**config.mk**
```make
export PLATFORM = sky130hd
export DESIGN_NAME = cld_decoder
export DESIGN_NICKNAME = d
export VERILOG_FILES = /design/src/rtl/cld_exec_timer.v /design/src/rtl/cld_decoder.v
export VERILOG_INCLUDE_DIRS = /design/src /design/src/rtl
export SDC_FILE = /design/constraint.sdc
export NUM_CORES = 2
export LEC_CHECK = 0
export BUFFER_PORTS_ARGS = -buffer_cell sky130_fd_sc_hd__clkbuf_2
export CAP_MARGIN = 40
export CORE_MARGIN = 2
export CORE_UTILIZATION = 59
export CTS_BUF_LIST = sky130_fd_sc_hd__clkbuf_2
export CTS_CLUSTER_SIZE = 12
export DETAILED_ROUTE_END_ITERATION = 7
export GPL_TIMING_DRIVEN = 0
export HOLD_SLACK_MARGIN = 0.05
export PLACE_DENSITY_LB_ADDON = 0.12
export SYNTH_ARGS = -nofsm -noshare
export SYNTH_HDL_FRONTEND = slang
export SYNTH_SLANG_ARGS = --single-unit
export TNS_END_PERCENT = 50
```
**constraint.sdc**
```tcl
create_clock -name sys_clk -period 4 [get_ports sys_clk]
set_input_delay 0.4 -clock sys_clk [delete_from_list [all_inputs] [get_ports sys_clk]]
set_output_delay 0.4 -clock sys_clk [all_outputs]
set_load 0.02 [all_outputs]
```
**src/rtl/cld_defs.vh**
```
`ifndef CLD_DEFS_VH
`define CLD_DEFS_VH

// bus register byte offsets
`define CLD_REG_OSC_DIV 32'h0000_0000
`define CLD_REG_STATUS 32'h0000_0004
`define CLD_REG_IDX_W 3

// clear instruction and blank fill patterns
`define CLD_INS_CLEAR 8'h01
`define CLD_FILL_BLANK 8'h20

// status register field positions
`define CLD_ST_AC_LSB 0
`define CLD_ST_BUSY 7
`define CLD_ST_GLYPH 8
`define CLD_ST_INC 9
`define CLD_ST_SHIFT 10
`define CLD_ST_DISP 11
`define CLD_ST_CURS 12
`define CLD_ST_BLINK 13
`define CLD_ST_WIDTH 14
`define CLD_ST_LINES 15
`define CLD_ST_FONT 16
`define CLD_ST_FSET 17
`define CLD_ST_OFS_LSB 18

// reset values
`define CLD_RST_INC 1'b1
`define CLD_RST_WIDTH 1'b1
`define CLD_RST_AC 7'h00

// clock and oscillator rates
`define CLD_SYS_KHZ 250000
`define CLD_OSC_KHZ 250
`define CLD_OSC_DIV_RST (`CLD_SYS_KHZ / `CLD_OSC_KHZ)

// execution times in ns at the nominal oscillator rate
`define CLD_T_CLEAR_NS 1640000
`define CLD_T_HOME_NS 1600000
`define CLD_T_ENTRY_NS 1640000
`define CLD_T_EXEC_NS 40000

// the same times as oscillator ticks, rounded down (longest times)
`define CLD_TK_CLEAR (`CLD_T_CLEAR_NS * `CLD_OSC_KHZ / 1000000)
`define CLD_TK_HOME (`CLD_T_HOME_NS * `CLD_OSC_KHZ / 1000000)
`define CLD_TK_ENTRY (`CLD_T_ENTRY_NS * `CLD_OSC_KHZ / 1000000)
`define CLD_TK_EXEC (`CLD_T_EXEC_NS * `CLD_OSC_KHZ / 1000000)

`endif

```
**src/rtl/cld_exec_timer.v**
```verilog
`timescale 1ns/1ps
// busy timer: counts oscillator ticks derived from sys_clk by a divider
module cld_exec_timer (
  input wire sys_clk, // system clock
  input wire srst, // synchronous reset
  input wire start, // start pulse
  input wire [9:0] ticks, // oscillator ticks to run
  input wire [15:0] div, // sys_clk cycles per oscillator tick
  output wire busy // high while running
);
  reg [15:0] pre_q;
  reg [9:0] left_q;
  wire tick;

  // a zero divider would never tick, so it acts as one
  assign tick = (pre_q == 16'h0000) || (pre_q == 16'h0001);
  assign busy = (left_q != 10'h000);

  // prescaler and remaining tick count
  always @(posedge sys_clk) begin
    if (srst) begin
      pre_q <= 16'h0000;
      left_q <= 10'h000;
    end else if (start) begin
      pre_q <= div;
      left_q <= (ticks == 10'h000) ? 10'h001 : ticks;
    end else if (busy) begin
      if (tick) begin
        pre_q <= div;
        left_q <= left_q - 10'h001;
      end else begin
        pre_q <= pre_q - 16'h0001;
      end
    end
  end
endmodule

```
**src/rtl/cld_decoder.v**
```verilog
`timescale 1ns/1ps
`include "cld_defs.vh"
// Overview of operation
// - clear: blank display memory, address zero
// - home: address zero, undo shift, keep RAM
// - entry mode: increment direction and display shift
// - display, cursor, blink bits; memory kept
// - move cursor or shift display, RAM unchanged
// - function set: width, lines, font
// - glyph address set, later data to glyph RAM
// - display address set, later data to display RAM
// - status read: busy on bit 7, address below
// - busy flag high while executing
// - data write stores into selected RAM
// - data read returns prefetched data register
// - address counter steps after each data access
// - address set copies field into address counter
// - execution times scale with oscillator rate
// - host writes held in registers before execution
// - 4-bit mode: high nibble then low nibble
module cld_decoder (
  input wire sys_clk, // 250 MHz clock
  input wire srst, // synchronous reset, active high
  input wire hsel, // ahb slave select
  input wire [31:0] haddr, // ahb address
  input wire [1:0] htrans, // ahb transfer type
  input wire hwrite, // ahb write
  input wire [2:0] hsize, // ahb size, word only
  input wire [31:0] hwdata, // ahb write data
  input wire hready, // ahb bus ready
  output wire hreadyout, // always ready, no wait states
  output wire hresp, // always okay
  output wire [31:0] hrdata, // ahb read data, registered
  input wire register_select, // high selects data register
  input wire read_not_write, // high reads, low writes
  input wire host_enable, // transfer strobe
  input wire [7:0] host_data_lines_in, // data lines as seen on the pins
  output wire [7:0] host_data_lines_out, // driven read data
  output wire host_data_lines_oe // high while driving the lines
);
  // full-width copies, cut on purpose where they meet narrower registers
  localparam [31:0] TK_EXEC_W = `CLD_TK_EXEC;
  localparam [31:0] TK_ENTRY_W = `CLD_TK_ENTRY;
  localparam [31:0] TK_HOME_W = `CLD_TK_HOME;
  localparam [31:0] TK_CLEAR_W = `CLD_TK_CLEAR;
  localparam [31:0] DIV_RST_W = `CLD_OSC_DIV_RST;
  localparam [31:0] DIV_ADDR_W = `CLD_REG_OSC_DIV;
  reg en_q;
  reg nib_q;
  reg [3:0] hi_q;
  reg xfer_q;
  reg xrs_q;
  reg xrw_q;
  reg [7:0] ins_q;
  reg [7:0] dat_q;
  reg [7:0] out_q;
  reg oe_q;
  reg [6:0] ac_q;
  reg glyph_q;
  reg inc_q;
  reg shen_q;
  reg disp_q;
  reg curs_q;
  reg blink_q;
  reg width_q;
  reg lines_q;
  reg font_q;
  reg fset_q;
  reg [5:0] ofs_q;
  reg clr_q;
  reg [6:0] clr_cnt_q;
  reg fetch_q;
  reg [7:0] dr_q;
  reg start_q;
  reg [9:0] ticks_q;
  reg [15:0] div_q;
  reg wpend_q;
  reg [`CLD_REG_IDX_W-1:0] widx_q;
  reg [31:0] hrdata_q;
  reg [7:0] display_ram [0:127];
  reg [7:0] glyph_ram [0:63];
  wire fall;
  wire [7:0] byte_in;
  wire full;
  wire tbusy;
  wire busy;
  wire [6:0] ac_step;
  wire [7:0] rd_byte;
  wire [31:0] status;
  wire accept;
  wire ins_go;
  wire dat_wr_go;
  wire dat_rd_go;

  // enable falling edge; inputs are synchronous to sys_clk
  assign fall = en_q & ~host_enable;
  // 4-bit mode carries both halves on lines 7..4
  assign byte_in = width_q ? host_data_lines_in : {hi_q, host_data_lines_in[7:4]};
  assign full = width_q | nib_q;

  always @(posedge sys_clk) begin
    if (srst) begin
      en_q <= 1'b0;
    end else begin
      en_q <= host_enable;
    end
  end

  // latch the strobe's qualifiers and data at the falling edge
  always @(posedge sys_clk) begin
    if (srst) begin
      nib_q <= 1'b0;
      hi_q <= 4'h0;
      xfer_q <= 1'b0;
      xrs_q <= 1'b0;
      xrw_q <= 1'b0;
      ins_q <= 8'h00;
      dat_q <= 8'h00;
    end else begin
      xfer_q <= 1'b0;
      if (fall) begin
        if (!width_q) begin
          nib_q <= ~nib_q;
          hi_q <= host_data_lines_in[7:4];
        end
        if (full) begin
          xfer_q <= 1'b1;
          xrs_q <= register_select;
          xrw_q <= read_not_write;
          // writes are held here until executed
          if (!read_not_write && !register_select) begin
            ins_q <= byte_in;
          end
          if (!read_not_write && register_select) begin
            dat_q <= byte_in;
          end
        end
      end
    end
  end

  // busy from the timer or the clear sweep
  assign busy = tbusy | clr_q;
  // instructions and data writes are ignored while busy
  assign ins_go = xfer_q & ~xrs_q & ~xrw_q & ~busy;
  assign dat_wr_go = xfer_q & xrs_q & ~xrw_q & ~busy;
  assign dat_rd_go = xfer_q & xrs_q & xrw_q & ~busy;

  // glyph addresses wrap within six bits
  assign ac_step = glyph_q ? {1'b0, inc_q ? ac_q[5:0] + 6'h01 : ac_q[5:0] - 6'h01} :
    (inc_q ? ac_q + 7'h01 : ac_q - 7'h01);

  // instruction decode and address counter, priority on highest set bit
  always @(posedge sys_clk) begin
    if (srst) begin
      ac_q <= `CLD_RST_AC;
      glyph_q <= 1'b0;
      inc_q <= `CLD_RST_INC;
      shen_q <= 1'b0;
      disp_q <= 1'b0;
      curs_q <= 1'b0;
      blink_q <= 1'b0;
      width_q <= `CLD_RST_WIDTH;
      lines_q <= 1'b0;
      font_q <= 1'b0;
      fset_q <= 1'b0;
      ofs_q <= 6'h00;
      clr_q <= 1'b0;
      fetch_q <= 1'b0;
      start_q <= 1'b0;
      ticks_q <= 10'h000;
    end else begin
      start_q <= 1'b0;
      fetch_q <= 1'b0;
      if (clr_q && clr_cnt_q == 7'h7f) begin
        clr_q <= 1'b0;
      end
      if (ins_go) begin
        start_q <= 1'b1;
        ticks_q <= TK_EXEC_W[9:0];
        if (ins_q[7]) begin
          ac_q <= ins_q[6:0];
          glyph_q <= 1'b0;
          fetch_q <= 1'b1;
        end else if (ins_q[6]) begin
          ac_q <= {1'b0, ins_q[5:0]};
          glyph_q <= 1'b1;
          fetch_q <= 1'b1;
        end else if (ins_q[5]) begin
          width_q <= ins_q[4];
          lines_q <= ins_q[3];
          font_q <= ins_q[2];
          fset_q <= 1'b1;
        end else if (ins_q[4]) begin
          if (!ins_q[3]) begin
            ac_q <= ins_q[2] ? ac_q + 7'h01 : ac_q - 7'h01;
            fetch_q <= 1'b1;
          end else begin
            ofs_q <= ins_q[2] ? ofs_q + 6'h01 : ofs_q - 6'h01;
          end
        end else if (ins_q[3]) begin
          disp_q <= ins_q[2];
          curs_q <= ins_q[1];
          blink_q <= ins_q[0];
        end else if (ins_q[2]) begin
          inc_q <= ins_q[1];
          shen_q <= ins_q[0];
          ticks_q <= TK_ENTRY_W[9:0];
        end else if (ins_q[1]) begin
          ac_q <= `CLD_RST_AC;
          glyph_q <= 1'b0;
          ofs_q <= 6'h00;
          ticks_q <= TK_HOME_W[9:0];
        end else if (ins_q == `CLD_INS_CLEAR) begin
          ac_q <= `CLD_RST_AC;
          glyph_q <= 1'b0;
          ofs_q <= 6'h00;
          clr_q <= 1'b1;
          ticks_q <= TK_CLEAR_W[9:0];
        end else begin
          start_q <= 1'b0;
        end
      end
      if (dat_wr_go) begin
        ac_q <= ac_step;
        start_q <= 1'b1;
        ticks_q <= TK_EXEC_W[9:0];
        // entry shift moves the display opposite to the cursor step
        if (shen_q && !glyph_q) begin
          ofs_q <= inc_q ? ofs_q - 6'h01 : ofs_q + 6'h01;
        end
      end
      if (dat_rd_go) begin
        ac_q <= ac_step;
        fetch_q <= 1'b1;
        start_q <= 1'b1;
        ticks_q <= TK_EXEC_W[9:0];
      end
    end
  end

  // clear sweep walks all display locations, one per cycle
  always @(posedge sys_clk) begin
    if (srst) begin
      clr_cnt_q <= 7'h00;
    end else if (ins_go && ins_q == `CLD_INS_CLEAR) begin
      clr_cnt_q <= 7'h00;
    end else if (clr_q) begin
      clr_cnt_q <= clr_cnt_q + 7'h01;
    end
  end

  // single write port per memory; sweep and writes never overlap
  always @(posedge sys_clk) begin
    if (clr_q) begin
      display_ram[clr_cnt_q] <= `CLD_FILL_BLANK;
    end else if (dat_wr_go && !glyph_q) begin
      display_ram[ac_q] <= dat_q;
    end
    if (dat_wr_go && glyph_q) begin
      glyph_ram[ac_q[5:0]] <= dat_q;
    end
  end

  // data register refilled from the selected memory after address sets, cursor moves and data reads
  always @(posedge sys_clk) begin
    if (srst) begin
      dr_q <= 8'h00;
    end else if (fetch_q) begin
      dr_q <= glyph_q ? glyph_ram[ac_q[5:0]] : display_ram[ac_q];
    end
  end

  cld_exec_timer u_timer (
    .sys_clk(sys_clk),
    .srst(srst),
    .start(start_q),
    .ticks(ticks_q),
    .div(div_q),
    .busy(tbusy)
  );

  // status read is served even while busy
  assign rd_byte = register_select ? dr_q : {busy, ac_q};

  // read data from flops; lines driven one cycle behind a read strobe
  always @(posedge sys_clk) begin
    if (srst) begin
      out_q <= 8'h00;
      oe_q <= 1'b0;
    end else begin
      oe_q <= host_enable & read_not_write;
      if (width_q) begin
        out_q <= rd_byte;
      end else if (!nib_q) begin
        out_q <= {rd_byte[7:4], 4'h0};
      end else begin
        out_q <= {rd_byte[3:0], 4'h0};
      end
    end
  end
  assign host_data_lines_out = out_q;
  assign host_data_lines_oe = oe_q;

  // software view of the block's state
  assign status = {8'h00, ofs_q, fset_q, font_q, lines_q, width_q, blink_q,
    curs_q, disp_q, shen_q, inc_q, glyph_q, busy, ac_q};

  // ahb-lite slave: zero wait states, read data set at address phase
  assign accept = hsel & hready & htrans[1];
  assign hreadyout = 1'b1;
  assign hresp = 1'b0;
  assign hrdata = hrdata_q;

  always @(posedge sys_clk) begin
    if (srst) begin
      wpend_q <= 1'b0;
      widx_q <= {`CLD_REG_IDX_W{1'b0}};
      hrdata_q <= 32'h0000_0000;
    end else begin
      if (hready) begin
        // full decode, so unmapped writes never alias onto the divider
        wpend_q <= accept & hwrite & (haddr == `CLD_REG_OSC_DIV);
        widx_q <= haddr[`CLD_REG_IDX_W-1:0];
      end
      if (accept && !hwrite) begin
        if (haddr == `CLD_REG_OSC_DIV) begin
          hrdata_q <= {16'h0000, div_q};
        end else if (haddr == `CLD_REG_STATUS) begin
          hrdata_q <= status;
        end else begin
          hrdata_q <= 32'h0000_0000;
        end
      end
    end
  end

  // oscillator divider: a slower oscillator stretches every busy time
  always @(posedge sys_clk) begin
    if (srst) begin
      div_q <= DIV_RST_W[15:0];
    end else if (wpend_q && widx_q == DIV_ADDR_W[`CLD_REG_IDX_W-1:0]) begin
      div_q <= hwdata[15:0];
    end
  end
endmodule

```
Word level (Yosys, flattened, before mapping) --
Memories as Yosys holds them, arrays and structs flattened. A register that Yosys moved wholly into a read port is not among the register bits. Cells that the tools add are included.
Word-level totals: bits in registers 162, memories 2, input bits 85, memory bits (writable) 1536
Cells by class: mux-type cells 106, eq/ne operators 11, $add $sub $neg 9, bitwise operators 28, reductions and logical operators 38
Memories:
- display_ram | depth 128, bits a word 8, read ports 1, clocked after Yosys merged registers in 1, write ports 1, RTL line cld_decoder.v:80 | reg [7:0] display_ram [0:127];
- glyph_ram | depth 64, bits a word 8, read ports 1, clocked after Yosys merged registers in 1, write ports 1, RTL line cld_decoder.v:81 | reg [7:0] glyph_ram [0:63];
Operators by type and width (count):
- $mux 7 | 18
- $mux 6 | 17
- $mux 9 | 9
- $mux 16 | 3
- $mux 24 | 2
- $mux 8 | 6
- $mux 1 | 45
- $eq 32x3->1 const B | 1
- $logic_not 32->1 | 1
- $mux 10 | 3
- $eq 16x1->1 const B | 1
- $logic_not 16->1 | 1
- $sub 16x1->16 const B | 1
- $add 7x1->7 const B | 2
- $and 1x1->1 | 14
- $add 6x1->6 const B | 2
- $mux 4 | 3
- $ne 3x1->1 const B | 4
- $not 1->1 | 12
- $reduce_and 6->1 | 2
- $sub 6x1->6 const B | 2
- $logic_not 10->1 | 1
- $ne 5x1->1 const B | 2
- $reduce_bool 10->1 | 1
- other kinds (22) | 39

Logic depth before layout (Yosys ltp) --
depth in word-level cells 14, mapped depth 13, mapped depth without buffers 9

By module --
Synthesis repeated with hierarchy kept, for this count alone.
Unflattened totals: cells, all modules 3785, area, all modules 67872.6 µm²
By module, submodules not included:
- cld_decoder | cells each 3557, area each 66103.4 µm², instances 1
- cld_exec_timer | cells each 228, area each 1769.2 µm², instances 1

Worst setup path after synthesis --
OpenSTA, ideal clock, no wires.
path kind register to register, from reg u_timer.left_q[4], to mem display_ram[0][0], data pin, stages on the path, launching flop included 10, path slack -0.194 ns, required time 3.466 ns, arrival 3.659 ns, path through dfxtp_1 > or3_1 > buf_2 > nor4_4 > buf_6 > and3_4 > buf_6 > buf_4 > clkbuf_1 > and2_1
On the way: cells in the longest elaborated chain, start to end 10
Ends and longest elaborated chain:
- start, declared | RTL line cld_exec_timer.v:12 | reg [9:0] left_q;
- start signal, assigned | RTL line cld_exec_timer.v:26 | left_q <= (ticks == 10'h000) ? 10'h001 : ticks;
- start signal, assigned | RTL line cld_exec_timer.v:30 | left_q <= left_q - 10'h001;
- $reduce_bool 10->1 | RTL line cld_exec_timer.v:17 | assign busy = (left_q != 10'h000);
- $or 1x1->1 | RTL line cld_decoder.v:143 | assign busy = tbusy | clr_q;
- $not 1->1 | RTL line cld_decoder.v:146 | assign dat_wr_go = xfer_q & xrs_q & ~xrw_q & ~busy;
- $and 1x1->1 | RTL line cld_decoder.v:146
- $logic_and 1x1->1 | RTL line cld_decoder.v:257 | end else if (dat_wr_go && !glyph_q) begin
- $mux 1 | RTL line cld_decoder.v:257
- $mux 1 | RTL line cld_decoder.v:255 | if (clr_q) begin
- $mux 1 (implied by the code) | RTL line cld_decoder.v:258 | display_ram[ac_q] <= dat_q;
- $reduce_or 8->1 (no source line)
- $mux 8 (no source line)
- end, declared | RTL line cld_decoder.v:80
Every way passes these cells.

==> impl_metrics.env <==
export IMPL_areaGrowthSynthToFinish_pct=14.0
export IMPL_fin_nets=4673
export IMPL_ir_drop_v=0.000500
export IMPL_min_from="host_data_lines_in[2]"
export IMPL_viasPerCell=6.90
export IMPL_grt_setup_unrepaired="yes"
export IMPL_grt_pass1_vias=41761
export IMPL_ys_ff_latch=1690
export IMPL_syn_area_mm2=0.0677
export IMPL_initial_utilization_pct=59.3
export IMPL_slowest_delay_ps=540
export IMPL_synthArstFlopShare_pct=0
export IMPL_run_status="finished with violations"
export IMPL_wl_per_cell_um=37.5
export IMPL_p_leak_nw=23.2
export IMPL_io_buffers=95
export IMPL_fp_dieArea_mm2=0.117
export IMPL_synth_edf_count=1536
export IMPL_vias=44109
export IMPL_path_class="reg -> reg"
export IMPL_cts_buffer_depth=4
export IMPL_max_cap_violations=0
export IMPL_cpMostUsedCell="buf_2"
export IMPL_drc=0
export IMPL_die_w_um=343
export IMPL_yosys_cell_types_count=82
export IMPL_wirelength_um=240000
export IMPL_worstSetupEndpointType="register"
export IMPL_crit_slowest_cell="mux2i_1"
export IMPL_grt_total_usage_pct=40.9
export IMPL_coreArea_mm2=0.114
export IMPL_clk_pin_slew_ps=120
export IMPL_fin_cells=6394
export IMPL_cts_sinks=1690
export IMPL_fill_cells=7838
export IMPL_crit_buf_inv=5
export IMPL_synth_ff_type="edfxtp_1"
export IMPL_htreeDepth=5
export IMPL_cts_buffers=420
export IMPL_regArea_mm2=0.0492
export IMPL_die_h_um=343
export IMPL_r2r_slack_ps=-200
export IMPL_drive_gt1_share_pct=31.3
export IMPL_ant_nets=0
export IMPL_clk_latency_ps=1870
export IMPL_final_common_cell="edfxtp_1"
export IMPL_antenna_found_initial=7
export IMPL_dp_cells=5519
export IMPL_slew_headroom_pct=14.2
export IMPL_grt_pass1_wl_um=324000
export IMPL_postCtsSetupRepairBufs=0
export IMPL_drt_iter0_markers=7062
export IMPL_fmax_mhz=238
export IMPL_crit_chain="buf_2 -> buf_2 -> inv_2 -> buf_4 -> clkbuf_4 -> mux2i_1 -> o221ai_1 -> nand3_1 -> nand4_1 -> o221a_2"
export IMPL_tns_ps=-2220
export IMPL_overflow=0
export IMPL_whs_path_depth=5
export IMPL_avgSynthCellArea_um2=17.8
export IMPL_tightest_slew_ps=1290
export IMPL_pin_count=128
export IMPL_rows=124
export IMPL_r2r_end="dr_q[2]"
export IMPL_hold_violations=0
export IMPL_fin_crit_sh_pct=105
export IMPL_power_density_mw_per_mm2=427
export IMPL_cts_tree="done"
export IMPL_path_max_fanout=10
export IMPL_hp_class="in -> reg"
export IMPL_design_power_total_w=0.0329
export IMPL_netlist_instances=3793
export IMPL_ys_warn_count=0
export IMPL_violations="setup timing"
export IMPL_worstPathArrival_ps=5960
export IMPL_crit_required_ps=5760
export IMPL_fin_ws_ps=-202
export IMPL_final_cell_mix="edfxtp_1, clkbuf_2, mux4_2, nor2_1, nand2_1"
export IMPL_gp_congestion=1.07
export IMPL_fin_skew_ps=181
export IMPL_cts_root_buf="clkbuf_2"
export IMPL_slew_violations=0
export IMPL_grt_max_degree=82
export IMPL_ys_seq_area_share_pct=72.7
export IMPL_reg2regPathDepth=10
export IMPL_post_dp_hpwl_um=156000
export IMPL_setup_viol=51
export IMPL_hold_end="ins_q[2]"
export IMPL_start_kind="register"
export IMPL_multiInputGateArea_mm2=0.0177
export IMPL_drt_first_pass_iters=7
export IMPL_critical_path_top_delay_family="buffers and inverters"
export IMPL_fin_crit_ps=4200
==> report_power, final <==
group / switching (W) / internal, W
clock: 0.00702 / 0.00419
sequential: 0.000125 / 0.0191
combinational: 0.00161 / 0.000849
==> area by class of cell <==
type                            count  share of cell area [%]
Antenna cell                       16                  0.0519
Sequential cell                  1690                    63.8
Inverter                           23                   0.112
Buffer                            228                    1.72
Tap cell                         1512                    2.45
Timing Repair Buffer              351                    4.24
Multi-Input combinational cell   1859                    23.0
Clock inverter                    127                   0.789
Clock buffer                      588                    3.82
==> flip-flops by register name (all words and copies together), names as in the netlist, 10 cells and up, named ones only <==
register,flops
display_ram,1024
div_q,16
glyph_ram,512
hrdata,24
u_timer.left_q,10
u_timer.pre_q,16
==> worst max-delay path by stage <==
stage | startpoint | to | slack [ps] | cells after the start
after floorplan | u_timer.left_q[4] | display_ram[0][5] | 110 | 9
after global placement | dat_q[5] | display_ram[52][5] | -2490 | 1
after detailed placement | register | dr_q[0] | -960 | 11
after CTS | u_timer.left_q[4] | glyph_ram[62][6] | -190 | 10
after global routing | u_timer.left_q[2] | glyph_ram[36][6] | -170 | 9
final | register | dr_q[2] | -200 | 10
==> worst min-delay path, stage by stage <==
cell	delay (ps)
dlygate4sd3_1	540
clkbuf_2	100
dlygate4sd3_1	530
mux2i_1	130
a211oi_1	260
==> synth_stat cells (13+ instances only) <==
cell,n,share of area (%)
nor4_1,19,0.18
mux4_2,367,12
nor2_1,331,1.8
nand4_1,22,0.20
a31oi_1,27,0.25
nor3_1,40,0.30
nor2b_1,28,0.26
buf_4,46,0.51
edfxtp_1,1536,68
xor2_1,14,0.18
mux2i_1,134,2.0
ha_1,14,0.26
nand3_1,91,0.67
mux2_2,28,0.47
inv_1,20,0.11
a211oi_1,45,0.50
o22ai_1,25,0.23
a21oi_1,93,0.69
and2_1,23,0.21
nand2_1,204,1.1
o21ai_0,47,0.35
nand2b_1,19,0.18
buf_2,63,0.47
a22oi_1,61,0.68
xnor2_1,18,0.23
and3_1,13,0.12
dfxtp_1,154,4.6
clkbuf_1,102,0.57
==> per-stage QoR <==
step | instance area (um2) | hold WS (ps) | worst slack (ps) | utilization [%]
5_1_grt | 77100 | 158 | -168 | 67.6
3_5_place_dp | 71500 | 444 | -959 | 62.7
4_1_cts | 76700 | 54.9 | -191 | 67.2
3_3_place_gp | 70100 | 440 | -2490 | 61.4
2_1_floorplan | 67700 | 425 | 114 | -
6_report | 77100 | 197 | -202 | 67.6
==> metal layers <==
| metal | part of all wire [%] | track usage [%] | vias up |
|---|---|---|---|
| met5 | 0.054 | 0.681 | - |
| met4 | 7.5 | 25.7 | 4 |
| met3 | 14 | 13.9 | 872 |
| met2 | 44 | 59.0 | 3981 |
| met1 | 34 | 54.0 | 22191 |
| li1 | - | - | 17061 |
==> logic make-up (layout without fill, tap and decap cells) <==
kind of cell / after synthesis / after routing / synth area share, %
and+or+nand+nor: 851 / 855 / 5.79
other: 2 / 26 / 0.0111
muxes: 529 / 529 / 14.7
AOI/OAI and AO/OA: 418 / 418 / 4.21
xor gates and xnor gates: 32 / 32 / 0.414
adders and majority gates: 15 / 15 / 0.288
buffers and inverters: 256 / 1317 / 1.91
DFF: 1690 / 1690 / 72.7
==> repair_timing <==
item	CTS	global route
endpoints found under the hold margin	150	0
cloned	0	4
gates resized for setup	91	118
setup endpoints to repair	498	1306
hold buffers	143	0
pin swaps	0	3
(Power assumes the default switching activity.)
